## src/common/pbiu_pkg.sv

```systemverilog
// Package for the prefetch bus interface unit: register map, fields, types
package pbiu_pkg;
  // Register offsets (Wishbone byte addresses, one byte each)
  localparam logic [7:0] PBIU_OFS_MODE0  = 8'h5e;
  localparam logic [7:0] PBIU_OFS_MODE1  = 8'h5f;
  localparam logic [7:0] PBIU_OFS_STATUS = 8'h60;
  // Field positions and reset values
  localparam int         PBIU_WAIT_BIT   = 2;
  localparam int         PBIU_STYLE_BIT  = 0;
  localparam logic [7:0] PBIU_MODE0_RST  = 8'h00;
  localparam logic [7:0] PBIU_MODE1_RST  = 8'h00;
  // Queue length and fill count codes
  localparam int         PBIU_QUEUE_LEN  = 3;
  localparam logic [1:0] PBIU_Q_EMPTY    = 2'h0;
  localparam logic [1:0] PBIU_Q_ONE      = 2'h1;
  // Internal memory region: addresses below this limit are on chip
  localparam logic [23:0] PBIU_INT_LIMIT = 24'h008000;

  // Bus cycle phases: address, access, extra halves for waits
  typedef enum logic [2:0] {
    PH_IDLE, PH_ALE, PH_ALE_X, PH_ACC, PH_ACC_X1, PH_ACC_X2, PH_ACC_X3
  } pbiu_phase_t;

  // Kind of the bus cycle in flight
  typedef enum logic [1:0] { K_FETCH, K_READ, K_WRITE } pbiu_kind_t;

  // Core data request group
  typedef struct packed {
    logic        req;
    logic        we;
    logic        wide;
    logic [23:0] addr;
    logic [15:0] wdata;
  } pbiu_dreq_t;

  // External bus outputs
  typedef struct packed {
    logic [23:0] addr;
    logic        ale;
    logic        access_n;
    logic        rd_wr;
    logic        address_bit_zero;
    logic        high_byte_enable_n;
    logic [15:0] dout;
    logic [15:0] doe;
  } pbiu_bus_t;
endpackage : pbiu_pkg

```

## src/logic/pbiu_top.sv

```systemverilog
// Prefetch bus interface unit: queue, data buffer, bus sequencer, registers
`timescale 1ns/1ns
module pbiu_top
  import pbiu_pkg::*;
(
  input  wire logic        sys_clk,       // Oscillator clock, 100 MHz
  input  wire logic        rstn,          // Synchronous reset, active low
  // Wishbone slave
  input  wire logic        wb_cyc_i,      // Bus cycle
  input  wire logic        wb_stb_i,      // Strobe
  input  wire logic        wb_we_i,       // Write enable
  input  wire logic [7:0]  wb_adr_i,      // Byte address
  input  wire logic [3:0]  wb_sel_i,      // Byte lanes
  input  wire logic [31:0] wb_dat_i,      // Write data
  output logic      [31:0] wb_dat_o,      // Read data
  output logic             wb_ack_o,      // Acknowledge
  // Core side
  output logic             core_clk_en,   // Core clock enable, half rate
  input  wire logic        redirect,      // Program flow change
  input  wire logic [23:0] redirect_addr, // New bank and counter
  input  wire logic        fetch_req,     // Core wants instruction bytes
  input  wire logic [1:0]  fetch_cnt,     // Bytes wanted, 1 or 2
  output logic      [15:0] fetch_data,    // Oldest queue bytes
  output logic             fetch_stall,   // Core must hold
  input  wire pbiu_dreq_t  dreq,          // Core data request
  output logic             data_stall,    // Data request not accepted
  output logic      [15:0] rdata,         // Data buffer contents
  output logic             rdata_valid,   // Read data complete pulse
  // External memory bus
  input  wire logic        byte_mode,     // Pin: high selects 8-bit bus
  input  wire logic [15:0] bus_din,       // Pin: data in
  output pbiu_bus_t        bus            // Bus outputs
);

  ////////////////////////////////////////////////////////////////////
  // Decode helpers
  function automatic logic is_internal(input logic [23:0] a);
    return a < PBIU_INT_LIMIT;
  endfunction : is_internal

  // Two bytes at once: even address and a 16-bit path
  function automatic logic pair_ok(input logic [23:0] a, input logic narrow);
    return !a[0] && (is_internal(a) || !narrow);
  endfunction : pair_ok

  ////////////////////////////////////////////////////////////////////
  // Pin synchroniser for the width select
  // The width pin is set by the board and may change at any time;
  // only the second stage feeds lane decisions, so a change lands
  // cleanly at the start of some later bus cycle.
  logic byte_s1_q, byte_s2_q;
  always_ff @(posedge sys_clk) begin
    if (!rstn) begin
      byte_s1_q <= 1'b0;
      byte_s2_q <= 1'b0;
    end else begin
      byte_s1_q <= byte_mode;
      byte_s2_q <= byte_s1_q;
    end
  end

  logic div_q;
  always_ff @(posedge sys_clk) begin
    if (!rstn) div_q <= 1'b0;
    else       div_q <= ~div_q;
  end
  assign core_clk_en = div_q;

  ////////////////////////////////////////////////////////////////////
  // Mode registers and Wishbone slave
  logic [7:0] mode0_q, mode1_q;
  logic       ack_q;
  logic       wb_req;
  assign wb_req = wb_cyc_i && wb_stb_i && !ack_q;

  always_ff @(posedge sys_clk) begin
    if (!rstn) begin
      mode0_q <= PBIU_MODE0_RST;
      mode1_q <= PBIU_MODE1_RST;
    end else if (wb_req && wb_we_i && wb_sel_i[0]) begin
      if (wb_adr_i == PBIU_OFS_MODE0) mode0_q <= wb_dat_i[7:0];
      if (wb_adr_i == PBIU_OFS_MODE1) mode1_q <= wb_dat_i[7:0];
    end
  end

  // One-cycle ack; unmapped reads return zero
  // The ack register blocks a second take of the same request, so a
  // master that holds stb through the ack edge is served only once.
  // Read data is registered with the ack and stands for that cycle.
  logic [1:0] qcnt_q;
  logic       busy;
  always_ff @(posedge sys_clk) begin
    if (!rstn) begin
      ack_q    <= 1'b0;
      wb_dat_o <= 32'h0;
    end else begin
      ack_q    <= wb_req;
      wb_dat_o <= 32'h0;
      if (wb_req && !wb_we_i) begin
        case (wb_adr_i)
          PBIU_OFS_MODE0:  wb_dat_o <= {24'h0, mode0_q};
          PBIU_OFS_MODE1:  wb_dat_o <= {24'h0, mode1_q};
          PBIU_OFS_STATUS: wb_dat_o <= {29'h0, busy, qcnt_q};
          default:         wb_dat_o <= 32'h0;
        endcase
      end
    end
  end
  assign wb_ack_o = ack_q;

  ////////////////////////////////////////////////////////////////////
  // Storage: program address, queue, data address and buffer
  // unit registers
  logic [15:0] program_counter_q;
  logic [7:0]  program_bank_q;
  logic [7:0]  queue_q [PBIU_QUEUE_LEN];
  logic [23:0] daddr_q;
  logic [15:0] dbuf_q;
  logic        dpend_q, dwe_q, dwide_q, dhalf_q;

  pbiu_phase_t ph_q;
  pbiu_kind_t  kind_q;
  logic [23:0] cyc_addr_q;
  logic        cyc_two_q;   // Both lanes in this cycle
  logic        stretch_q;   // Wait applies to this cycle

  assign busy = (ph_q != PH_IDLE);

  // Decide the next cycle; data beats prefetch
  // Starts happen only on a core clock edge, so each bus phase spans
  // two oscillator clocks. A pending data request always wins, since
  // the core may be stalled on it while prefetch is only speculative.
  // No fetch starts in the redirect cycle: its address is stale.
  logic start_data, start_fetch, fetch_want, fetch_two;
  logic [23:0] pa;
  assign pa = {program_bank_q, program_counter_q};
  // even fetch pairs / narrow external single / odd or last-slot single
  assign fetch_two = pair_ok(pa, byte_s2_q) && (qcnt_q != PBIU_Q_ONE + PBIU_Q_ONE);
  assign fetch_want = (qcnt_q == PBIU_Q_EMPTY) || (qcnt_q == PBIU_Q_ONE && !dpend_q)
                      || (fetch_req && fetch_stall);
  assign start_data  = !busy && dpend_q && div_q;
  assign start_fetch = !busy && !dpend_q && fetch_want && !redirect && div_q
                       && (qcnt_q < 2'(PBIU_QUEUE_LEN));

  // data stall while buffer pending
  assign data_stall = dreq.req && dpend_q;
  assign fetch_stall = fetch_req && (qcnt_q < fetch_cnt);
  assign fetch_data  = {queue_q[1], queue_q[0]};

  // Accepted data request, current data lane plan
  logic        dacc;
  logic        d_two;
  logic [23:0] d_addr;
  assign dacc   = dreq.req && !dpend_q;
  assign d_addr = dhalf_q ? daddr_q + 24'h1 : daddr_q;
  // pair condition / split otherwise / internal wide
  assign d_two  = dwide_q && !dhalf_q && pair_ok(daddr_q, byte_s2_q);

  ////////////////////////////////////////////////////////////////////
  // Bus sequencer: ALE half then access half, each one core clock unless the cycle is stretched
  logic wait_on, style1, cyc_end;
  assign wait_on = !mode0_q[PBIU_WAIT_BIT];   // wait when zero
  assign style1  = mode1_q[PBIU_STYLE_BIT];
  // style 1: one extra access core clock, 1.5x cycle
  // style 0: extra latch and access clock, 2x cycle
  // The last two access phases stay unused; running into them would
  // stretch the doubled cycle to three times its plain length.
  assign cyc_end = (ph_q == PH_ACC && !stretch_q)
                   || (ph_q == PH_ACC_X1);

  always_ff @(posedge sys_clk) begin
    if (!rstn) begin
      ph_q       <= PH_IDLE;
      kind_q     <= K_FETCH;
      cyc_addr_q <= 24'h0;
      cyc_two_q  <= 1'b0;
      stretch_q  <= 1'b0;
    end else if (div_q) begin
      case (ph_q)
        PH_IDLE: begin
          if (start_data) begin
            ph_q       <= PH_ALE;
            kind_q     <= dwe_q ? K_WRITE : K_READ;
            cyc_addr_q <= d_addr;
            cyc_two_q  <= d_two;
            // internal never / wait bit zero
            stretch_q  <= wait_on && !is_internal(d_addr);
          end else if (start_fetch) begin
            ph_q       <= PH_ALE;
            kind_q     <= K_FETCH;
            cyc_addr_q <= pa;
            cyc_two_q  <= fetch_two;
            stretch_q  <= wait_on && !is_internal(pa);
          end
        end
        // style zero stretches latch strobe too
        PH_ALE:    ph_q <= (stretch_q && !style1) ? PH_ALE_X : PH_ACC;
        PH_ALE_X:  ph_q <= PH_ACC;
        PH_ACC:    ph_q <= stretch_q ? PH_ACC_X1 : PH_IDLE;
        PH_ACC_X1: ph_q <= PH_IDLE;
        PH_ACC_X2: ph_q <= PH_ACC_X3;
        PH_ACC_X3: ph_q <= PH_IDLE;
        default:   ph_q <= PH_IDLE;
      endcase
    end
  end

  ////////////////////////////////////////////////////////////////////
  // Data request buffer: posted writes, reads waited for
  // Only one request is held at a time; a new one is stalled until
  // the last byte cycle of the previous one ends. Split transfers
  // take the low byte first, then the byte at the next address.
  logic [15:0] lanes;
  assign lanes = cyc_addr_q[0] ? {bus_din[15:8], bus_din[15:8]} : bus_din;
  logic dfinish;
  assign dfinish = div_q && cyc_end && kind_q != K_FETCH;

  always_ff @(posedge sys_clk) begin
    if (!rstn) begin
      dpend_q     <= 1'b0;
      dwe_q       <= 1'b0;
      dwide_q     <= 1'b0;
      dhalf_q     <= 1'b0;
      daddr_q     <= 24'h0;
      dbuf_q      <= 16'h0;
      rdata_valid <= 1'b0;
    end else begin
      rdata_valid <= 1'b0;
      if (dacc) begin
        dpend_q <= 1'b1;
        dwe_q   <= dreq.we;
        dwide_q <= dreq.wide;
        dhalf_q <= 1'b0;
        daddr_q <= dreq.addr;
        dbuf_q  <= dreq.wdata;
      end else if (dfinish) begin
        if (kind_q == K_READ) begin
          if (cyc_two_q)    dbuf_q       <= bus_din;
          else if (dhalf_q) dbuf_q[15:8] <= lanes[7:0];
          else              dbuf_q[7:0]  <= cyc_addr_q[0] ? bus_din[15:8] : bus_din[7:0];
        end
        if (dwide_q && !dhalf_q && !cyc_two_q) begin
          dhalf_q <= 1'b1;
        end else begin
          dpend_q     <= 1'b0;
          rdata_valid <= !dwe_q;
        end
      end
    end
  end
  assign rdata = dbuf_q;

  ////////////////////////////////////////////////////////////////////
  // Instruction queue and program address
  // Pushes and pops may fall in one cycle; the pushed bytes go in at
  // the old count and the shift for the pop follows, so the count
  // never passes the queue length.
  logic ffinish;
  logic [1:0] pop, push;
  assign ffinish = div_q && cyc_end && kind_q == K_FETCH;

  // stale fetch discard
  // A redirect can land while a fetch is still on the bus; the cycle
  // runs to its end, but its bytes belong to the old flow and must
  // neither enter the queue nor advance the program address.
  logic flush_q;
  always_ff @(posedge sys_clk) begin
    if (!rstn) begin
      flush_q <= 1'b0;
    end else if (redirect && busy && !(div_q && cyc_end)) begin
      flush_q <= 1'b1;
    end else if (div_q && cyc_end) begin
      flush_q <= 1'b0;
    end
  end

  assign push = (ffinish && !flush_q) ? (cyc_two_q ? 2'd2 : 2'd1) : 2'd0;
  assign pop  = (fetch_req && !fetch_stall) ? fetch_cnt : 2'd0;

  always_ff @(posedge sys_clk) begin
    if (!rstn || redirect) begin
      qcnt_q            <= PBIU_Q_EMPTY;
      program_counter_q <= rstn ? redirect_addr[15:0] : 16'h0;
      program_bank_q    <= rstn ? redirect_addr[23:16] : 8'h0;
      for (int i = 0; i < PBIU_QUEUE_LEN; i++) queue_q[i] <= 8'h0;
    end else begin
      logic [7:0] tmp [PBIU_QUEUE_LEN + 2];
      logic [16:0] inc;
      for (int i = 0; i < PBIU_QUEUE_LEN + 2; i++) tmp[i] = 8'h0;
      for (int i = 0; i < PBIU_QUEUE_LEN; i++) tmp[i] = queue_q[i];
      // append both bytes / one byte
      if (push != 2'd0) begin
        tmp[qcnt_q] = cyc_addr_q[0] ? bus_din[15:8] : bus_din[7:0];
        if (cyc_two_q) tmp[qcnt_q + 2'd1] = bus_din[15:8];
      end
      for (int i = 0; i < PBIU_QUEUE_LEN; i++)
        queue_q[i] <= (pop == 2'd2) ? tmp[i + 2] : (pop == 2'd1) ? tmp[i + 1] : tmp[i];
      qcnt_q <= qcnt_q + push - pop;
      inc = {1'b0, program_counter_q} + {15'h0, push};
      program_counter_q <= inc[15:0];
      program_bank_q    <= program_bank_q + {7'h0, inc[16]};
    end
  end

  ////////////////////////////////////////////////////////////////////
  // Bus output drive
  // All strobes decode registered state, so they cannot glitch.
  // The data lanes are driven only in the access phase of a write,
  // leaving the latch phase free for the address on the shared pins.
  logic in_ale, in_acc;
  assign in_ale = (ph_q == PH_ALE) || (ph_q == PH_ALE_X);
  assign in_acc = (ph_q == PH_ACC) || (ph_q == PH_ACC_X1) ||
                  (ph_q == PH_ACC_X2) || (ph_q == PH_ACC_X3);

  always_comb begin
    bus.addr = cyc_addr_q;
    bus.ale  = in_ale;
    bus.access_n = !in_acc;
    bus.rd_wr = !(busy && kind_q == K_WRITE);
    bus.address_bit_zero   = cyc_addr_q[0];
    bus.high_byte_enable_n = !(busy && (cyc_two_q || cyc_addr_q[0]));
    bus.dout = cyc_two_q ? dbuf_q :
               (dhalf_q ? {dbuf_q[15:8], dbuf_q[15:8]} : {dbuf_q[7:0], dbuf_q[7:0]});
    bus.doe  = (in_acc && kind_q == K_WRITE) ? 16'hffff : 16'h0000;
  end

endmodule : pbiu_top

```

## config.mk

```make
export PLATFORM = sky130hd
export DESIGN_NAME = pbiu_top
export DESIGN_NICKNAME = d
export VERILOG_FILES = /design/src/common/pbiu_pkg.sv /design/src/logic/pbiu_top.sv
export SDC_FILE = /design/constraint.sdc
export NUM_CORES = 1
export LEC_CHECK = 0
export BUFFER_PORTS_ARGS = -buffer_cell sky130_fd_sc_hd__buf_2
export CAP_MARGIN = 5
export CORE_MARGIN = 2
export CORE_UTILIZATION = 57
export DETAILED_ROUTE_END_ITERATION = 16
export PLACE_DENSITY = 0.86
export SETUP_SLACK_MARGIN = 0.4
export SLEW_MARGIN = 20
export SYNTH_ARGS = -nofsm -noshare
export SYNTH_HDL_FRONTEND = slang
export SYNTH_SLANG_ARGS = --single-unit
```

## constraint.sdc

```tcl
create_clock -name sys_clk -period 8.37 [get_ports sys_clk]
set_clock_uncertainty 0.2 [all_clocks]
set_input_delay 1.2555 -clock sys_clk [delete_from_list [all_inputs] [get_ports sys_clk]]
set_output_delay 1.2555 -clock sys_clk [all_outputs]
set_load 0.01 [all_outputs]
```

# Word level (Yosys, flattened, before mapping)

Memory sizes are Yosys's and may differ from the RTL's.
Index checks and enable logic that the tools add are counted.

$add $sub $neg: 6
$mul: 0
Divide/modulo/power cells: 0
$lt $le $gt $ge: 9
Equal/unequal tests: 18
Shift operators: 0
Muxes and demuxes: 60
Bitwise operators: 8
Reduce and logical (&&, ||, !) cells: 95

Operator list:

| operator                                                               | count |
|---|---|
| 16-bit 2-to-1 mux                                                      | 9 |
| 8-bit 2-to-1 mux                                                       | 17 |
| 40-bit 2-to-1 mux                                                      | 3 |
| 40-bit bitwise mux                                                     | 2 |
| 24-bit by 16-bit < comparator with 1-bit output, second input constant | 3 |
| 24-bit 2-to-1 mux                                                      | 3 |
| 8-bit demux with 3-bit select                                          | 2 |
| 1-bit logical AND                                                      | 39 |
| 24-bit by 1-bit adder with 24-bit output, second input constant        | 1 |
| 8-bit by 7-bit equality test with 1-bit output, second input constant  | 3 |
| 8-bit one-hot mux with 3 select lines                                  | 1 |
| 1-bit zero test                                                        | 23 |
| 16-bit by 2-bit adder with 17-bit output                               | 1 |
| 3-bit one-hot mux with 5 select lines                                  | 1 |
| 1-bit 2-to-1 mux                                                       | 13 |
| 2-bit 2-to-1 mux                                                       | 6 |
| 2-bit AND reduction                                                    | 6 |
| 2-bit nonzero test                                                     | 6 |
| 1-bit logical OR                                                       | 11 |
| 3-bit equality test, second input constant                             | 3 |
| 3-bit 2-to-1 mux                                                       | 3 |
| 3-bit AND reduction                                                    | 3 |
| 8-bit by 1-bit adder with 8-bit output                                 | 1 |
| 3-bit by 4-bit >= comparator with 1-bit output, second input constant  | 2 |
| other kinds (21)                                                       | 34 |

Flip-flop bits (word level): 155
Latch bits: 0
Bits in writable memories: 24
Memory bits (read-only): 0
Output and inout port bits: 130
Memories kept: 1

Memory list:

| name    | depth | bits a word | read ports | clocked after memory_dff | wr ports | RTL line        | RTL |
|---|---|---|---|---|---|---|---|
| queue_q | 3     | 8           | 3          | 0                        | 3        | pbiu_top.sv:116 | `logic [7:0] queue_q [PBIU_QUEUE_LEN];` |

# Depth between registers and ports, before layout

Gate-level depths: netlist (run 1).

Word-level depth: 13
Depth in mapped cells: 17

# Least setup slack after synthesis (run 1)

Ideal clock, no wire load.

Path type: register to register
Start point: reg div_q, in the netlist core_clk_en
End point: reg program_bank_q[5]
Library setup time: 0.115 ns
Data arrival time: 3.344 ns
Slack: 4.711 ns
Stages on the path, launching flop included: 17
Path buffers: 1
Clock period less this slack: 3.659 ns
Cell sequence: dfxtp_1 buf_2 or4b_1 nor2_1 nand2_1 inv_1 ha_1 inv_1 fa_1 nor3_1 and4_1 ha_1 and3_1 nand3_1 xor2_1 o21ai_0 and2_1

Longest elaborated chain between the ends: 7

Ends and longest elaborated chain:

| what                                     | RTL line        | RTL |
|---|---|---|
| start, declared                          | pbiu_top.sv:62  | `logic div_q;` |
| start signal, assigned                   | pbiu_top.sv:65  | `else div_q <= ~div_q;` |
| 1-bit logical AND (2 in a row)           | pbiu_top.sv:260 | `assign ffinish = div_q && cyc_end && kind_q == K_FETCH;` |
| 1-bit logical AND                        | pbiu_top.sv:277 | `assign push = (ffinish && !flush_q) ? (cyc_two_q ? 2'd2 : 2'd1) : 2'd0;` |
| 2-bit 2-to-1 mux                         | pbiu_top.sv:277 |  |
| 16-bit by 2-bit adder with 17-bit output | pbiu_top.sv:299 | `inc = {1'b0, program_counter_q} + {15'h0, push};` |
| 8-bit by 1-bit adder with 8-bit output   | pbiu_top.sv:301 | `program_bank_q <= program_bank_q + {7'h0, inc[16]};` |
| 8-bit 2-to-1 mux                         | pbiu_top.sv:281 | `if (!rstn \|\| redirect) begin` |
| end signal, assigned                     | pbiu_top.sv:284 | `program_bank_q <= rstn ? redirect_addr[23:16] : 8'h0;` |
| end signal, assigned                     | pbiu_top.sv:301 |  |
| end, declared                            | pbiu_top.sv:115 | `logic [7:0] program_bank_q;` |

Every way passes these cells.
A chain may end at the register's enable or synchronous reset.

# Final worst setup path (run 1)

Start point: reg div_q, in the netlist core_clk_en
End point: reg program_bank_q[7]

Same word-level chain as after synthesis.

==> results of run 1 <==
## area by class of cell
cell class | count | area [µm²]
Inverter | 12 | 45.0
Clock buffer | 19 | 443
Fill cell | 1350 | 5300
Antenna cell | 1 | 2.50
Sequential cell | 155 | 3100
Timing Repair Buffer | 222 | 1130
Tap cell | 216 | 270
Clock inverter | 11 | 123
Multi-Input combinational cell | 892 | 5520
## per-layer routing
metal	vias to the layer above	part of all wire, %	GRT usage [%]	wire (µm)
li1	4293	-	-	-
met1	3989	46	39.5	11400
met2	374	46	44.5	11500
met3	34	6.7	4.23	1670
met4	0	2.0	8.76	505
met5	-	0	0	0
## stage by stage
stage	hold slack (ns)	std cells	total power (W)	utilization (%)	setup slack (ns)
global placement	0.222	1496	0.00107	63.1	3.98
floorplan	0.212	1198	0.000990	-	4.71
global route	0.275	1528	0.00188	66.7	3.69
CTS	0.255	1526	0.00182	66.6	4.12
detailed placement	0.244	1496	0.00107	63.1	3.88
finish	0.249	1528	0.00181	66.7	4.09
## registers in the layout, indices dropped and copies added, names as in the netlist, 3 cells and up
name / flops
rdata: 16
program_counter_q: 16
mode1_q: 8
daddr_q: 24
mode0_q: 8
ph_q: 3
wb_dat_o: 8
queue_q: 24
cyc_addr_q: 24
program_bank_q: 8
## path summary, 6_finish.rpt
kind                     from           endpoint  slack, ns
setup / recovery  core_clk_en  program_bank_q[7]       4.09
hold / removal      byte_s1_q          byte_s2_q       0.25
setup reg to reg  core_clk_en  program_bank_q[7]       4.09
hold reg to reg     byte_s1_q          byte_s2_q       0.25
## cell families after synthesis
| kind of cell | share of synthesized area (%) |
|---|---|
| AOI/OAI and AO/OA | 18.2 |
| xor gates and xnor gates | 4.14 |
| adders and majority gates | 1.29 |
| buffers and inverters | 8.58 |
| DFF | 33.3 |
| muxes | 8.94 |
| other | 0.0402 |
| and+or+nand+nor | 25.6 |
## critical path, stage by stage (launching register included)
cell and delay (ns):
dfxtp_1 0.55, or4b_1 0.50, nor2_1 0.38, nand2_1 0.14
inv_1 0.10, ha_1 0.18, inv_1 0.06, fa_1 0.45
nor3_1 0.43, and4_1 0.25, ha_1 0.15, and3_1 0.22
nand3_1 0.12, xor2_1 0.15, o21ai_0 0.09, and2_1 0.19
## power by group
group | switching, W | internal, W
clock | 0.000307 | 0.000443
sequential | 0.0000431 | 0.000771
combinational | 0.000138 | 0.000110
total | 0.000488 | 0.00132
## cells in the final DEF (no fill, tap or decap), types with 4 or more instances in the layout
| master | Yosys | routed |
|---|---|---|
| a21boi_0 | 27 | 27 |
| a21oi_1 | 51 | 51 |
| a22o_1 | 8 | 8 |
| a22oi_1 | 5 | 5 |
| a2bb2oi_1 | 15 | 15 |
| a31oi_1 | 8 | 8 |
| a32o_1 | 7 | 7 |
| and2_1 | 30 | 30 |
| and3_1 | 26 | 26 |
| and4_1 | 4 | 4 |
| buf_2 | 9 | 215 |
| buf_4 | 57 | 6 |
| clkbuf_16 | 0 | 17 |
| clkinvlp_4 | 0 | 4 |
| conb_1 | 1 | 24 |
| dfxtp_1 | 155 | 155 |
| ha_1 | 8 | 8 |
| inv_1 | 12 | 12 |
| mux2_2 | 34 | 34 |
| mux2i_1 | 45 | 45 |
| nand2_1 | 190 | 190 |
| nand2b_1 | 16 | 15 |
| nand3_1 | 74 | 74 |
| nand4_1 | 10 | 10 |
| nor2_1 | 55 | 55 |
| nor2b_1 | 33 | 33 |
| nor3_1 | 11 | 10 |
| nor4_1 | 5 | 5 |
| o211a_1 | 5 | 5 |
| o211ai_1 | 4 | 4 |
| o21ai_0 | 79 | 79 |
| o221a_2 | 8 | 8 |
| o22a_1 | 7 | 7 |
| o22ai_1 | 8 | 8 |
| or3_1 | 9 | 9 |
| xnor2_1 | 17 | 17 |
| xor2_1 | 27 | 27 |
==> impl_results.md, run 1 <==
* Die span in x at 132 µm
* Yosys warnings at 0
* Post-synthesis async set-or-reset flop share at 0%
* Max IR drop VDD at around 0.14 mV
* Count of flip-flops with a built-in enable after synthesis at 0
* Post-route clock period utilization at around half
* Max clock buf depth at 2
* Dpl hpwl at 18.2 mm
* Top cell types by occurrence after synthesis: 190 x nand2_1, 155 x dfxtp_1, 79 x o21ai_0, 74 x nand3_1, 68 x clkbuf_1
* Initial Utilization at slightly below 60%
* Distinct cells, synth at 70
* Hold depth at 1
* Count of cells resized by post-cts repair at 0
* Maximum number of pins on one net before global-route repair at 120
* Synthesized instance count at around 1200
* Clock tree from TritonCTS: done
* Cell depth of the worst flop-to-flop path at 15
* Number of global-route vias before repair at 7765
* Number of nets in the layout at between 1000 and 1500
* Number of buffer cells added on primary ports at between 200 and 250
* Area delta synth->final at 14.2%
* Total gr overflow at 0
* Cell area after synthesis at slightly above 0.009 mm²
* Root Buffer: clkbuf_16
* Leakage at 4.55 nW
* Clock insertion delay at the later pin of the skew report at about 0.42 ns
* Die Area at between 0.015 and 0.02 mm²
* Number of primary I/O pins at 267
* Count of endpoints failing setup in the final report at 0
* Worst slew margin at between 20% and 30%
* Via count normalized by instance count at ~5.7
* Worst setup SP type: flop
* Library cell with the highest instance count after synthesis: nand2_1
* TritonCTS sink count at roughly 160
* Initial antenna violation count at 1
* Placed cell area at roughly 0.01 mm²
* Run status: completed
* Clock-pin slew reported for the worst setup and hold paths after clock tree synthesis at roughly 0.06 ns
* Main area contributors after synthesis: dfxtp_1 33%, nand2_1 7.7%, mux2i_1 4.8%
* Cell type with the largest total area after synthesis: dfxtp_1
* Power density relative to cell area at 170 mW/mm²
* HP Class: reg -> reg
* Final routed wire length divided by cell count at 16.4 µm
* Final min period at about 4.3 ns
* Number of detailed-routing iterations run before antenna repair at 5
* Sum of routed wire length over all layers at 25.1 mm
* Overall routing resource usage at approximately 28%
* Residual DRC count at 0
* Sequential area share after synthesis at approximately 33%
* Final number of hold-violating endpoints at 0
* Max-cap violations at 0
* Crit path required time at 8.49 ns
* Count of H-tree levels built during CTS at 4
* Worst-Margin Slew at roughly 1.1 ns
* Worst Path Arrival at about 4.4 ns
* Via Count at between 8000 and 9000
* DRC violation total after the first TritonRoute iteration at ~760
* Mean instance size in the synthesized netlist at about 7.9 µm²
* Kind of end point of the critical path: flop
* Max-slew violation count at 0
* Share of the synthesized area in the top cell type at about a third
* CTS buffer count at 17
* Maximum net fanout on the critical path at 12
* Worst Setup Path Type: reg -> reg
* Sum of negative setup slack at 0 ns
* Fmax achieved at 234 MHz
* Placement Rows at 46
* DIE HEIGHT at approximately 130 µm
* Number of setup buffers added after CTS at 0
* Fraction of final layout cells sized beyond drive strength 1 at between 20% and 30%
* Flop and latch count out of synthesis at around 160
* Predominant post-synthesis flop cell: dfxtp_1
* Antenna-violating nets left at 0
* CORE AREA at ~0.016 mm²
* Design Area, Final at approximately 0.011 mm²
* RSZ-0062 raised after global routing: no
* Final GP Congestion at ~0.93
* First-pass GRT wire length at 40.2 mm
* Total of hold buffers inserted after clock tree synthesis at 0
Power figures use the tool's default switching activity.
==> run 2: changes to the inputs <==
Settings changed: CORE_UTILIZATION 57 to 48, PLACE_DENSITY 0.86 to 0.78.
Clock period 8.37 ns to 3.5 ns, I/O delays scaled along.
==> run 2 against run 1 <==
  * Worst hold slack worse by 0.15 ns
  * Setup slack lost 3.8 ns
  * Largest cell class unchanged
  * First-iteration DRC count up 5.2%
  * Largest power group unchanged
  * Sequential power rose by 140%
  * Sequential cell count is the same
  * Final area grew 4.1%
  * Via count grew 2.3%
==> impl_results.md, run 2 (synthesis gave the netlist of run 1 again) <==
* DIE HEIGHT at 143 µm (was 132 µm)
* Initial antenna violation count at 1 (unchanged)
* Initial Utilization at 49.3% (was 58.4%)
* Sequential Power Share at 44.9% (about the same)
* Cell family contributing the most delay on the critical path: simple AND/OR/NAND/NOR gates (unchanged)
* Run status: completed (unchanged)
* Clock tree from TritonCTS: done (unchanged)
* Fmax achieved at 309 MHz (was 234 MHz)
* Sum of negative setup slack at 0 ns (unchanged)
* Number of nets in the layout at 1479 (was 1446)
* Count of H-tree levels built during CTS at 4 (unchanged)
* Overall routing resource usage at 25.6% (was 28.1%)
* Total gr overflow at 0 (unchanged)
* Worst Setup Path Type: reg -> reg (unchanged)
* Worst-Margin Slew at 1.08 ns (was 1.06 ns)
* Final number of hold-violating endpoints at 0 (unchanged)
* Die Area at 0.0205 mm² (was 0.0174 mm²)
* Residual DRC count at 0 (unchanged)
* Max IR drop VDD at 0.373 mV (was 0.143 mV)
* Placed cell area at 0.0103 mm² (was 0.0101 mm²)
* Max clock buf depth at 2 (unchanged)
* Buf/Inv on CP at 2 (unchanged)
* Cell chain of the critical path: or4b_4 -> nor2_4 -> nand2_2 -> inv_2 -> ha_4 -> inv_2 -> fa_2 -> nor3_4 -> and4_1 -> ha_2 -> and3_4 -> nand3_2 -> xor2_1 -> o21ai_1 -> and2_1 (was or4b_1 -> nor2_1 -> nand2_1 -> inv_1 -> ha_1 -> inv_1 -> fa_1 -> nor3_1 -> and4_1 -> ha_1 -> and3_1 -> nand3_1 -> xor2_1 -> o21ai_0 -> and2_1)
* Kind of end point of the critical path: flop (unchanged)
* Via count normalized by instance count at 5.52 (was 5.69)
* Power density relative to cell area at 390 mW/mm² (was 170 mW/mm²)
* Clock insertion delay at the later pin of the skew report at 0.43 ns (was 0.42 ns)
* Number of global-route vias before repair at 8232 (was 7765)
* CORE AREA at 0.0189 mm² (was 0.0159 mm²)
* Cell with the largest stage delay on the worst path: or4b_4 (was dfxtp_1)
* Worst Path Arrival at 3.36 ns (was 4.39 ns)
* Most common cell type on the critical path: inv_2
* Number of buffer cells added on primary ports at 215 (unchanged)
* Post-route clock period utilization at 92.6% (was 51.1%)
* Clock-pin slew reported for the worst setup and hold paths after clock tree synthesis at 0.06 ns (about the same)
* Worst slew margin at 27.8% (was 29.1%)
* Final routed wire length divided by cell count at 16.6 µm (was 16.4 µm)
* Max-cap violations at 0 (unchanged)
* Post-Place Worst Slack at 0.0634 ns (was 3.88 ns)
* TritonCTS sink count at 155 (unchanged)
* Filler cell count at 1724 (was 1350)
* Portion of total power attributed to the clock network at 40.6% (was 41.4%)
* Internal Pwr Total at 0.00307 W (was 0.00132 W)
* CTS buffer count at 17 (unchanged)
* HP Class: in -> reg (was reg -> reg)
* Via Count at 8888 (was 8690)
* Maximum net fanout on the critical path at 3 (was 12)
* Die span in x at 143 µm (was 132 µm)
* Max-slew violation count at 0 (unchanged)
* Final GP Congestion at 0.923 (was 0.927)
* Placement Rows at 50 (was 46)
* First-pass GRT wire length at 41.9 mm (was 40.2 mm)
* Number of detailed-routing iterations run before antenna repair at 5 (unchanged)
* Worst reg2reg endpoint: program_bank_q[7] (unchanged)
* Reg-to-Reg Start: flush_q (was core_clk_en)
* Sw Share at 29.0% (was 26.9%)
* Fraction of final layout cells sized beyond drive strength 1 at 27.0% (was 23.4%)
* Registers with the most flip-flops: cyc_addr_q: 24 flops, daddr_q: 24 flops, queue_q: 24 flops (unchanged)
* CP max stage delay at 0.55 ns (about the same)
* Total of hold buffers inserted after clock tree synthesis at 0 (unchanged)
* Worst setup SP type: flop (unchanged)
* Cell depth of the worst flop-to-flop path at 15 (unchanged)
* Worst Hold End: byte_s1_q (was byte_s2_q)
* Sum of routed wire length over all layers at 26.7 mm (was 25.1 mm)
* Min setup slack post-route at 0.259 ns (was 4.09 ns)
* Leading cell types in the layout, fill and taps excluded: 215 x buf_2, 188 x nand2_1, 152 x dfxtp_1 (was 215 x buf_2, 190 x nand2_1, 155 x dfxtp_1)
* Dpl hpwl at 19.1 mm (was 18.2 mm)
* Number of primary I/O pins at 267 (unchanged)
* DRC violation total after the first TritonRoute iteration at 796 (was 757)
* Maximum number of pins on one net before global-route repair at 122 (was 120)
* Most common library cell in the layout ignoring fill and taps: buf_2 (unchanged)
* Launch point of the worst hold path: byte_mode (was byte_s1_q)
* Leakage at 4.73 nW (was 4.55 nW)
* RSZ-0062 raised after global routing: yes (was no)
* Antenna-violating nets left at 0 (unchanged)
* Crit path required time at 3.62 ns (was 8.49 ns)
* Minimum setup slack among reg-to-reg paths at 0.26 ns (was 4.09 ns)
* Power spent charging and discharging nets at 0.00125 W (was 0.000488 W)
* Hold depth at 2 (was 1)
* Final min period at 3.24 ns (was 4.28 ns)
* Root Buffer: clkbuf_16 (unchanged)
* Fraction of power consumed by combinational cells at 14.5% (was 13.7%)
* Count of endpoints failing setup in the final report at 0 (unchanged)
* Design Area, Final at 0.0111 mm² (was 0.0106 mm²)
* Area delta synth->final at 18.9% (was 14.2%)
run 2: cell count changes in the layout (fill, tap and decap cells not counted), sizes merged:
cell,before,now
buf,222,255
bufinv,2,0
clkinvlp,4,3
diode,1,3
inv,13,18
run 2: through the flow:
step / power [W] / hold WS [ns] / utilization [%] / std cells
floorplan: 0.00237 / 0.212 / - / 1198
global placement: 0.00257 / 0.221 / 54.6 / 1561
detailed placement: 0.00259 / 0.223 / 54.6 / 1561
CTS: 0.00433 / 0.0880 / 58.2 / 1604
global route: 0.00448 / 0.119 / 58.6 / 1607
finish: 0.00432 / 0.0984 / 58.6 / 1609
run 2: layout make-up:
class	instances	area, µm²	share of cell area (%)
Timing Repair Buffer	255	1410	12.7
Inverter	12	47.5	0.429
Antenna cell	3	7.51	0.0678
Multi-Input combinational cell	892	5630	50.8
Clock buffer	19	443	4.00
Sequential cell	155	3110	28.0
Tap cell	260	325	2.94
Clock inverter	13	110	0.994
run 2: routing by layer:
layer | track usage, % | vias to the layer above | share of wire, %
met5 | 0 | - | 0
met4 | 9.75 | 0 | 2.2
met3 | 4.07 | 43 | 7.1
met2 | 40.3 | 403 | 46
met1 | 35.3 | 4073 | 45
li1 | - | 4369 | -
run 2: worst max path at each step:
stage,cells past startpoint,start,end,slack [ns]
2_1_floorplan,16,core_clk_en,program_bank_q[5],0.27
3_3_place_gp,15,flush_q,program_bank_q[6],0.17
3_5_place_dp,15,flush_q,program_bank_q[4],0.06
4_1_cts,15,kind_q[0],program_bank_q[7],0.22
5_1_grt,15,flush_q,program_bank_q[7],0.11
6_report,15,flush_q,program_bank_q[7],0.26
run 2: timing repair:
action | CTS | global route
buffers inserted | 11 | 2
gates resized for setup | 16 | 16
pin swaps | 7 | 11
endpoints found under the setup margin | 7 | 17
run 2: power by group through the flow:
stage          clock [W]  combinational (W)  sequential, W
2_1_floorplan          0           0.000413        0.00196
3_3_place_gp           0           0.000599        0.00197
3_5_place_dp           0           0.000613        0.00197
4_1_cts          0.00178           0.000618        0.00194
5_1_grt          0.00184           0.000692        0.00195
6_report         0.00175           0.000625        0.00194
run 2: worst register-to-register path, cell delays in order (launching register included):
cell and delay (ns):
dfxtp_2 0.32, or4b_4 0.55, nor2_4 0.13, nand2_2 0.09
inv_2 0.07, ha_4 0.12, inv_2 0.03, fa_2 0.37
nor3_4 0.14, and4_1 0.22, ha_2 0.20, and3_4 0.21
nand3_2 0.08, xor2_1 0.16, o21ai_1 0.08, and2_1 0.17
